[src/inc/dma_aes_map.svh]
`ifndef DMA_AES_MAP_SVH
`define DMA_AES_MAP_SVH
`define NUM_CH         3
`define ADR_SEL        8'hc1
`define ADR_CFG        8'hc2
`define ADR_MODE       8'hc3
`define ADR_SZL        8'hc4
`define ADR_SZH        8'hc5
`define ADR_AOL        8'hc6
`define ADR_AOH        8'hc7
`define ADR_EN         8'hc8
`define ADR_INT        8'hc9
`define ADR_BASEL      8'hca
`define ADR_BASEH      8'hcb
`define ADR_BCFG       8'hcc
`define ADR_DCFG       8'hcd
`define RST_BYTE       8'h00
`define BASEH_MASK     8'h0f
`define CODE_KEY       4'h5
`define CODE_BLOCK     4'h6
`define CODE_RESULT    4'h8
`define CFG_IE_BIT     7
`define BCFG_START_BIT 3
`define BCFG_ENC_BIT   2
`endif

[src/inc/dma_aes_pkg.sv]
package dma_aes_pkg;
  typedef enum logic [2:0] {ST_IDLE, ST_READ, ST_CATCH, ST_PUSH, ST_STORE} eng_state_e;
  typedef logic [7:0]  byte_t;
  typedef logic [11:0] xaddr_t;
endpackage

[src/core/dma_aes_channel.sv]
// Functional notes
// - base high keeps bits 3:0; bits 7:4 read zero, writes ignored.
// - base low holds the full low byte, read and write.
// - with offset zero the first memory access is at the base address.
// - per-channel registers reach only the channel named by channel select.
// - select values 0x00, 0x01, 0x02 pick channels one, two, three.
// - transfer code 0x05 copies memory bytes into the key input.
// - transfer code 0x06 copies memory bytes into the block input.
// - transfer code 0x08 copies cipher output bytes into memory.
// - config bit 7 enables an interrupt on channel completion.
// - wrap mode zero stops at buffer end, no restart at base.
// - byte count comes from size low and high; 0x10 moves sixteen bytes.
// - enable bits 0 to 2 enable channels; writing 0x00 disables all.
// - done flags in bits 0 to 2, cleared by writing zero.
// - cipher config bit 3 clear resets, set starts the operation.
// - cipher config bit 2 set selects encrypt and enables core.
// - cipher config bits 1:0 select the key size.
// - data-flow value 0x04 routes data for inverse key generation.
`timescale 1ns/1ps
`default_nettype none
`include "dma_aes_map.svh"
module dma_aes_channel #(
  parameter int NCH = `NUM_CH
) (
  input  wire logic              core_clk,
  input  wire logic              sys_rst,
  input  wire logic              clk_en,
  input  wire logic [7:0]        sfr_addr,
  input  wire logic              sfr_wr,
  input  wire logic              sfr_rd,
  input  wire logic [7:0]        sfr_wdata,
  output logic [7:0]             sfr_rdata_ff,
  output dma_aes_pkg::xaddr_t    xram_addr_ff,
  output logic                   xram_rd_ff,
  output logic                   xram_wr_ff,
  output logic [7:0]             xram_wdata_ff,
  input  wire logic [7:0]        xram_rdata,
  input  wire logic              key_in_ready,
  input  wire logic              block_in_ready,
  input  wire logic              result_valid,
  input  wire logic [7:0]        result_data,
  output logic                   key_wr_ff,
  output logic                   block_wr_ff,
  output logic                   result_rd_ff,
  output logic [7:0]             cipher_wdata_ff,
  output logic                   cipher_start_ff,
  output logic                   cipher_enable_ff,
  output logic [1:0]             key_size_ff,
  output logic [7:0]             dataflow_ff,
  output logic                   dma_irq_ff
);
  import dma_aes_pkg::*;
  byte_t          base_low_ff [NCH];
  logic [3:0]     base_high_nibble_ff [NCH];
  byte_t          cfg_ff [NCH];
  byte_t          mode_ff [NCH];
  logic [15:0]    size_ff [NCH];
  logic [15:0]    offset_ff [NCH];
  byte_t          select_ff;
  logic [NCH-1:0] enable_ff;
  logic [NCH-1:0] done_ff;
  byte_t          bcfg_ff;
  eng_state_e     state_ff;
  logic [1:0]     cur_ff;
  byte_t          data_ff;
  logic           sel_ok;
  logic [1:0]     sel;
  logic           pick_ok;
  logic [1:0]     pick;
  logic           step_en;
  logic [15:0]    nxt_offset;
  byte_t          rd_mux;
  function automatic xaddr_t chan_addr(input logic [3:0] hi, input byte_t lo, input logic [15:0] off);
    chan_addr = xaddr_t'({hi, lo} + off[11:0]);
  endfunction
  function automatic logic is_wr(input logic [7:0] a);
    is_wr = sfr_wr && sfr_addr == a;
  endfunction
  assign sel_ok = select_ff < 8'(NCH);
  assign sel    = select_ff[1:0];
  assign step_en = clk_en && ((state_ff == ST_PUSH && (key_wr_ff || block_wr_ff) == 1'b0
                   && ((cfg_ff[cur_ff][3:0] == `CODE_KEY && key_in_ready)
                   || (cfg_ff[cur_ff][3:0] == `CODE_BLOCK && block_in_ready)))
                   || state_ff == ST_STORE);
  assign nxt_offset = offset_ff[cur_ff] + 16'h0001;
  // lowest-numbered enabled channel with bytes left and a ready partner
  always_comb
  begin
    pick_ok = 1'b0;
    pick    = 2'h0;
    for (int i = NCH - 1; i >= 0; i--)
    begin
      if (enable_ff[i] && offset_ff[i] != size_ff[i]
          && ((cfg_ff[i][3:0] == `CODE_KEY && key_in_ready)
          || (cfg_ff[i][3:0] == `CODE_BLOCK && block_in_ready)
          || (cfg_ff[i][3:0] == `CODE_RESULT && result_valid)))
      begin
        pick_ok = 1'b1;
        pick    = 2'(i);
      end
    end
  end
  // per-channel indirect registers
  always_ff @(posedge core_clk or posedge sys_rst)
  begin
    if (sys_rst)
    begin
      for (int i = 0; i < NCH; i++)
      begin
        base_low_ff[i]         <= `RST_BYTE;
        base_high_nibble_ff[i] <= 4'h0;
        cfg_ff[i]              <= `RST_BYTE;
        mode_ff[i]             <= `RST_BYTE;
        size_ff[i]             <= 16'h0000;
      end
    end
    else if (clk_en && sel_ok)
    begin
      if (is_wr(`ADR_BASEL)) base_low_ff[sel] <= sfr_wdata;
      if (is_wr(`ADR_BASEH)) base_high_nibble_ff[sel] <= sfr_wdata[3:0];
      if (is_wr(`ADR_CFG))   cfg_ff[sel] <= sfr_wdata;
      if (is_wr(`ADR_MODE))  mode_ff[sel] <= sfr_wdata;
      if (is_wr(`ADR_SZL))   size_ff[sel][7:0] <= sfr_wdata;
      if (is_wr(`ADR_SZH))   size_ff[sel][15:8] <= sfr_wdata;
    end
  end
  // offsets: written by software, advanced by the engine
  always_ff @(posedge core_clk or posedge sys_rst)
  begin
    if (sys_rst)
    begin
      for (int i = 0; i < NCH; i++)
        offset_ff[i] <= 16'h0000;
    end
    else if (clk_en)
    begin
      if (step_en)
        offset_ff[cur_ff] <= (nxt_offset == size_ff[cur_ff] && mode_ff[cur_ff] != `RST_BYTE)
                             ? 16'h0000 : nxt_offset;
      if (sel_ok && is_wr(`ADR_AOL)) offset_ff[sel][7:0] <= sfr_wdata;
      if (sel_ok && is_wr(`ADR_AOH)) offset_ff[sel][15:8] <= sfr_wdata;
    end
  end
  // global registers
  always_ff @(posedge core_clk or posedge sys_rst)
  begin
    if (sys_rst)
    begin
      select_ff   <= `RST_BYTE;
      enable_ff   <= '0;
      done_ff     <= '0;
      bcfg_ff     <= `RST_BYTE;
      dataflow_ff <= `RST_BYTE;
    end
    else if (clk_en)
    begin
      if (is_wr(`ADR_SEL))  select_ff <= sfr_wdata;
      if (is_wr(`ADR_EN))   enable_ff <= sfr_wdata[NCH-1:0];
      if (is_wr(`ADR_BCFG)) bcfg_ff <= sfr_wdata;
      if (is_wr(`ADR_DCFG)) dataflow_ff <= sfr_wdata;
      for (int i = 0; i < NCH; i++)
      begin
        if (step_en && cur_ff == 2'(i) && nxt_offset == size_ff[i])
          done_ff[i] <= 1'b1;
        else if (is_wr(`ADR_INT) && !sfr_wdata[i])
          done_ff[i] <= 1'b0;
      end
    end
  end
  // cipher control lines
  always_ff @(posedge core_clk or posedge sys_rst)
  begin
    if (sys_rst)
    begin
      cipher_start_ff  <= 1'b0;
      cipher_enable_ff <= 1'b0;
      key_size_ff      <= 2'h0;
      dma_irq_ff       <= 1'b0;
    end
    else if (clk_en)
    begin
      cipher_start_ff  <= bcfg_ff[`BCFG_START_BIT];
      cipher_enable_ff <= bcfg_ff[`BCFG_ENC_BIT];
      key_size_ff      <= bcfg_ff[1:0];
      dma_irq_ff       <= |(done_ff & {cfg_ff[2][`CFG_IE_BIT], cfg_ff[1][`CFG_IE_BIT],
                                       cfg_ff[0][`CFG_IE_BIT]});
    end
  end
  // register read-back
  always_comb
  begin
    rd_mux = `RST_BYTE;
    unique case (sfr_addr)
      `ADR_SEL:   rd_mux = select_ff;
      `ADR_EN:    rd_mux = 8'(enable_ff);
      `ADR_INT:   rd_mux = 8'(done_ff);
      `ADR_BCFG:  rd_mux = bcfg_ff;
      `ADR_DCFG:  rd_mux = dataflow_ff;
      `ADR_BASEL: rd_mux = sel_ok ? base_low_ff[sel] : `RST_BYTE;
      `ADR_BASEH: rd_mux = sel_ok ? (8'(base_high_nibble_ff[sel]) & `BASEH_MASK) : `RST_BYTE;
      `ADR_CFG:   rd_mux = sel_ok ? cfg_ff[sel] : `RST_BYTE;
      `ADR_MODE:  rd_mux = sel_ok ? mode_ff[sel] : `RST_BYTE;
      `ADR_SZL:   rd_mux = sel_ok ? size_ff[sel][7:0] : `RST_BYTE;
      `ADR_SZH:   rd_mux = sel_ok ? size_ff[sel][15:8] : `RST_BYTE;
      `ADR_AOL:   rd_mux = sel_ok ? offset_ff[sel][7:0] : `RST_BYTE;
      `ADR_AOH:   rd_mux = sel_ok ? offset_ff[sel][15:8] : `RST_BYTE;
      default:    rd_mux = `RST_BYTE;
    endcase
  end
  always_ff @(posedge core_clk or posedge sys_rst)
  begin
    if (sys_rst)
      sfr_rdata_ff <= `RST_BYTE;
    else if (clk_en && sfr_rd)
      sfr_rdata_ff <= rd_mux;
  end
  // transfer engine, one byte at a time
  always_ff @(posedge core_clk or posedge sys_rst)
  begin
    if (sys_rst)
    begin
      state_ff        <= ST_IDLE;
      cur_ff          <= 2'h0;
      data_ff         <= `RST_BYTE;
      xram_addr_ff    <= '0;
      xram_rd_ff      <= 1'b0;
      xram_wr_ff      <= 1'b0;
      xram_wdata_ff   <= `RST_BYTE;
      key_wr_ff       <= 1'b0;
      block_wr_ff     <= 1'b0;
      result_rd_ff    <= 1'b0;
      cipher_wdata_ff <= `RST_BYTE;
    end
    else if (clk_en)
    begin
      xram_rd_ff   <= 1'b0;
      xram_wr_ff   <= 1'b0;
      key_wr_ff    <= 1'b0;
      block_wr_ff  <= 1'b0;
      result_rd_ff <= 1'b0;
      unique case (state_ff)
        ST_IDLE:
          if (pick_ok)
          begin
            cur_ff <= pick;
            if (cfg_ff[pick][3:0] == `CODE_RESULT)
            begin
              result_rd_ff <= 1'b1;
              data_ff      <= result_data;
              state_ff     <= ST_STORE;
            end
            else
            begin
              xram_addr_ff <= chan_addr(base_high_nibble_ff[pick], base_low_ff[pick], offset_ff[pick]);
              xram_rd_ff   <= 1'b1;
              state_ff     <= ST_READ;
            end
          end
        ST_READ:
          state_ff <= ST_CATCH;
        ST_CATCH:
        begin
          cipher_wdata_ff <= xram_rdata;
          state_ff        <= ST_PUSH;
        end
        ST_PUSH:
          if (step_en)
          begin
            key_wr_ff   <= cfg_ff[cur_ff][3:0] == `CODE_KEY;
            block_wr_ff <= cfg_ff[cur_ff][3:0] == `CODE_BLOCK;
            state_ff    <= ST_IDLE;
          end
        ST_STORE:
        begin
          xram_addr_ff  <= chan_addr(base_high_nibble_ff[cur_ff], base_low_ff[cur_ff], offset_ff[cur_ff]);
          xram_wdata_ff <= data_ff;
          xram_wr_ff    <= 1'b1;
          state_ff      <= ST_IDLE;
        end
      endcase
    end
  end
  property p_basehigh_zero;
    @(posedge core_clk) disable iff (sys_rst)
    clk_en && sfr_rd && sfr_addr == `ADR_BASEH |=> sfr_rdata_ff[7:4] == 4'h0;
  endproperty
  a_basehigh_zero: assert property (p_basehigh_zero) else $error("base high upper bits not zero");
  property p_first_addr;
    @(posedge core_clk) disable iff (sys_rst)
    clk_en && state_ff == ST_IDLE && pick_ok && offset_ff[pick] == 16'h0000
      && cfg_ff[pick][3:0] != `CODE_RESULT
      |=> xram_rd_ff && xram_addr_ff == {base_high_nibble_ff[cur_ff], base_low_ff[cur_ff]};
  endproperty
  a_first_addr: assert property (p_first_addr) else $error("first access not at base");
  property p_key_code;
    @(posedge core_clk) disable iff (sys_rst)
    key_wr_ff |-> cfg_ff[cur_ff][3:0] == `CODE_KEY && $past(key_in_ready);
  endproperty
  a_key_code: assert property (p_key_code) else $error("key write without code or ready");
  property p_block_code;
    @(posedge core_clk) disable iff (sys_rst)
    block_wr_ff |-> cfg_ff[cur_ff][3:0] == `CODE_BLOCK && $past(block_in_ready);
  endproperty
  a_block_code: assert property (p_block_code) else $error("block write without code or ready");
  property p_result_store;
    @(posedge core_clk) disable iff (sys_rst)
    clk_en && result_rd_ff |=> xram_wr_ff && xram_wdata_ff == $past(data_ff);
  endproperty
  a_result_store: assert property (p_result_store) else $error("result byte not stored");
  property p_no_wrap;
    @(posedge core_clk) disable iff (sys_rst)
    step_en && mode_ff[cur_ff] == `RST_BYTE && nxt_offset == size_ff[cur_ff]
      |=> done_ff[cur_ff] && offset_ff[cur_ff] == size_ff[cur_ff];
  endproperty
  a_no_wrap: assert property (p_no_wrap) else $error("channel did not stop at end");
  property p_enabled_only;
    @(posedge core_clk) disable iff (sys_rst)
    clk_en && enable_ff == '0 |=> !xram_rd_ff && !result_rd_ff;
  endproperty
  a_enabled_only: assert property (p_enabled_only) else $error("disabled channel started");
  property p_irq;
    @(posedge core_clk) disable iff (sys_rst)
    clk_en && done_ff[2] && cfg_ff[2][`CFG_IE_BIT] |=> dma_irq_ff;
  endproperty
  a_irq: assert property (p_irq) else $error("completion interrupt missing");
  property p_flag_clear;
    @(posedge core_clk) disable iff (sys_rst)
    clk_en && sfr_wr && sfr_addr == `ADR_INT && !sfr_wdata[0] && !(step_en && cur_ff == 2'h0) |=> !done_ff[0];
  endproperty
  a_flag_clear: assert property (p_flag_clear) else $error("done flag not cleared");
endmodule // dma_aes_channel
`default_nettype wire

[config.mk]
export PLATFORM = sky130hd
export DESIGN_NAME = dma_aes_channel
export DESIGN_NICKNAME = d
export VERILOG_FILES = /design/src/inc/dma_aes_pkg.sv /design/src/core/dma_aes_channel.sv
export VERILOG_INCLUDE_DIRS = /design/src /design/src/inc
export SDC_FILE = /design/constraint.sdc
export NUM_CORES = 1
export LEC_CHECK = 0
export BUFFER_PORTS_ARGS = -buffer_cell sky130_fd_sc_hd__buf_2
export CAP_MARGIN = 40
export CORE_MARGIN = 1
export CORE_UTILIZATION = 40
export CTS_CLUSTER_DIAMETER = 100
export CTS_CLUSTER_SIZE = 28
export DETAILED_ROUTE_END_ITERATION = 7
export PLACE_DENSITY_LB_ADDON = 0.25
export SKIP_LAST_GASP = 1
export SLEW_MARGIN = 20
export SYNTH_ARGS = -nofsm -noshare
export SYNTH_HDL_FRONTEND = slang
export SYNTH_SLANG_ARGS = --single-unit
[constraint.sdc]
create_clock -name core_clk -period 23.7 [get_ports core_clk]
set_clock_uncertainty 0.15 [all_clocks]
set_input_delay 5.925 -clock core_clk [delete_from_list [all_inputs] [get_ports core_clk]]
set_output_delay 5.925 -clock core_clk [all_outputs]
set_load 0.02 [all_outputs]
==> results.ini <==
[sta]
rsz0062_at_grt=no
drv_slew=0
hold_violations=0
period_needed_ns=9.29
fmax_mhz=108
finalWorstSetupSlack_ns=14.41
finalCritPeriodShare=0.392
relSlewSlack=0.406
setup-violations-final=0
worstMarginPinSlew_ns=0.887
final.setup.tns_ns=0

[floorplanning]
die_x_um=210
die_area_sq_mm=0.0440
initial_core_util=0.409
fp.dieH_um=210
core-area_sq_mm=0.0422
io_pins=94
row_count=75

[power_and_ir_drop]
pwr-share-seq=0.539
power.density_mw_per_mm2=47.6
sw_frac_of_total=0.275
power.switching_mw=0.246
clkPwrFrac=0.344
p_int_mw=0.649
p_comb_frac=0.117
peakVddDrop_mv=0.0567
power.leakage_nw=8.22

[cts]
clock_sinks=269
numCtsBuffers=14
cts_tree=yes
cts_buffer_depth=3
cts-resized-gates=0
htree_levels=1
clkLatencyLatePin_ns=0.53
clk_pin_slew_ns=0.10
postCtsHoldBufs=0
clockRootBuffer=clkbuf_16
cts_setup_buffers=0

[global_route]
grt_pass1_vias=13585
antenna_found_initial=2
grt_usage=0.265
grt_max_degree=123
grt_pass1_wl_um=88300
overflow=0

[setup_path]
cp.arrival_ns=9.51
cp-end-kind=flop
crit_top_cell=o21ai_0
path_class=input pin to flop
cp_slowest_stage_delay_ns=0.46
setup.worst_path.start_class=input pin
timing.critical_path.buf_inv=3
required_ns=23.92
crit_fanout=25
path_cells=buf_2 > nand3b_1 > a21oi_1 > o21ai_0 > o211a_1 > buf_4 > mux2i_1 > o21ai_0 > ha_1 > inv_1 > fa_1 > nor2b_1 > o21ai_0 > a21boi_0 > o21ai_0 > a21oi_1 > a31oi_1 > xnor2_1 > mux2i_1 > a21oi_1
slowest_stage=fa_1
cpLargestDelayFamily=compound AO/OA/AOI/OAI gates

[synthesis]
muxShareOfSynthArea=0.205
synth_xor_area_frac=0.0799
ys_types=82
yosys_most_used_dff=dfrtp_1
synth_top_family_by_area=multiplexers
syn_nets=1772
yosysSeqAreaShare=0.390
synth.avg_cell_area_sq_um=10.1
async_reset_ff_frac=1.00
synth-seq-cells=269
yosys_warnings=0
synth_fa_ha_area_frac=0.0190
syn_area_sq_mm=0.0173
synth_compound_gate_area_share=0.157
synth_edf_count=0
synthCells=1707
yosys.area_share.simple=0.117

[layout]
utilization=0.445
antennaDiodeCount=0
syn_to_final_growth_pct=8.96
drive_gt1_frac=0.222
fin_nets=1810

[routing]
wl_per_cell_um=25.6
vias=14099
viasPerCell=6.16
wl_um=58500
drc_errors=0
drt_pass1_iterations=7
drtIter0Drc=1462
antenna_left=0

[place]
portBuffers=93
dp_hpwl_um=42100
place.gp.congestion=0.965
pre_cts_ws_ns=13.89

[flow_run]
drv_cap=0

[run_status]
status=completed

[hold_path]
worstHoldPathType=flop to flop

==> state kept, by name, indices dropped and copies added, names as in the netlist, 12 cells and up <==
signal,flops
cfg_ff,24
offset_ff,48
xram_addr_ff,12
mode_ff,24
base_high_nibble_ff,12
size_ff,48
base_low_ff,24
==> power groups by stage <==
stage / Clock (mW) / Combinational [mW] / Sequential (mW)
after floorplan: 0 / 0.0547 / 0.500
after global placement: 0 / 0.102 / 0.491
after detailed placement: 0 / 0.104 / 0.491
after CTS: 0.313 / 0.104 / 0.482
after global routing: 0.327 / 0.113 / 0.484
final: 0.308 / 0.105 / 0.482
==> synthesized netlist by cell type, types with 8 or more instances <==
library cell	count	area [sq um]
o31ai_1	48	360
o2bb2ai_1	10	87.6
xnor2_1	64	561
dfrtp_1	269	6730
o211ai_1	8	60.1
a22o_1	11	96.3
inv_1	22	82.6
clkbuf_1	68	255
nor2_1	66	248
buf_1	17	63.8
nand3b_1	9	67.6
xor2_1	78	683
o21ai_0	139	696
nor4_1	23	144
and3_1	8	50.1
nand3_1	19	95.1
nand2_1	165	619
nand4_1	12	75.1
or3_1	9	56.3
buf_2	10	50.1
mux2_2	192	2160
a21oi_1	46	230
ha_1	23	288
a21o_1	8	60.1
mux2i_1	138	1380
a22oi_1	66	495
nand2b_1	15	93.8
nor2b_1	10	62.6
nor3_1	31	155
==> layout make-up <==
| cell class | instances | area, sq um |
|---|---|---|
| clock buffers | 17 | 383 |
| fillers | 4096 | 23400 |
| clock inverters | 5 | 104 |
| flip-flops and latches | 269 | 6740 |
| multi-input cells | 1312 | 10000 |
| well taps | 539 | 674 |
| inverters | 22 | 90.1 |
| repair buffers | 126 | 781 |
==> per-stage QoR <==
step	instances	hold slack, ns	power, mW	area [sq um]
5_1_grt	2290	0.379	0.924	18800
3_5_place_dp	2267	0.322	0.595	18300
3_3_place_gp	2252	0.315	0.593	18100
4_1_cts	2289	0.346	0.900	18800
2_1_floorplan	1707	0.327	0.554	17300
6_report	2290	0.343	0.895	18800
==> cells by family (layout without fill, tap and decap cells) <==
group,count (synthesis),in the layout
simple gates,407,407
compound gates,400,400
mux,330,330
flops,269,269
xor+xnor,150,150
buf+inv,126,170
fa+ha+maj,25,25
==> worst paths after layout <==
kind	startpoint	end	slack [ns]	cells after the start
min reg2reg	result_rd_ff	result_rd_ff	0.34	1
min	result_rd_ff	result_rd_ff	0.34	1
max in group asynchronous	sys_rst	size_ff[15]	16.89	5
max reg2reg	cur_ff[1]	offset_ff[44]	17.68	14
max	block_in_ready	xram_addr_ff[10]	14.41	20
min in group asynchronous	sys_rst	key_wr_ff	5.16	2
==> cell usage in the layout (no fill, tap or decap), types with 9 or more instances in the layout <==
| cell type | count |
|---|---|
| a21oi_1 | 46 |
| a22o_1 | 11 |
| a22oi_1 | 66 |
| buf_2 | 98 |
| buf_4 | 22 |
| clkbuf_16 | 15 |
| dfrtp_1 | 265 |
| ha_1 | 23 |
| inv_1 | 21 |
| mux2_2 | 192 |
| mux2i_1 | 138 |
| nand2_1 | 165 |
| nand2b_1 | 15 |
| nand3_1 | 19 |
| nand3b_1 | 9 |
| nand4_1 | 12 |
| nor2_1 | 65 |
| nor3_1 | 29 |
| nor4_1 | 23 |
| o21ai_0 | 138 |
| o2bb2ai_1 | 10 |
| o31ai_1 | 48 |
| or3_1 | 9 |
| xnor2_1 | 64 |
| xor2_1 | 78 |
==> worst register-to-register path: cells and delay by family (launching register included) <==
family	cells	cell delay, ns
xor+xnor	1	0.30
simple gates	5	1.49
fa+ha+maj	1	0.36
mux	1	0.17
buf+inv	2	1.18
compound gates	4	1.35
flops	1	0.88
==> routing by layer <==
metal / GRT usage / part of all wire / vias up
met2: 0.408 / 0.45 / 568
met4: 0.0632 / 0.022 / 2
met3: 0.0453 / 0.082 / 69
met5: 0 / 0.00014 / -
li1: - / - / 6316
met1: 0.385 / 0.44 / 7144
No activity file was read; power rests on OpenSTA's default activity.
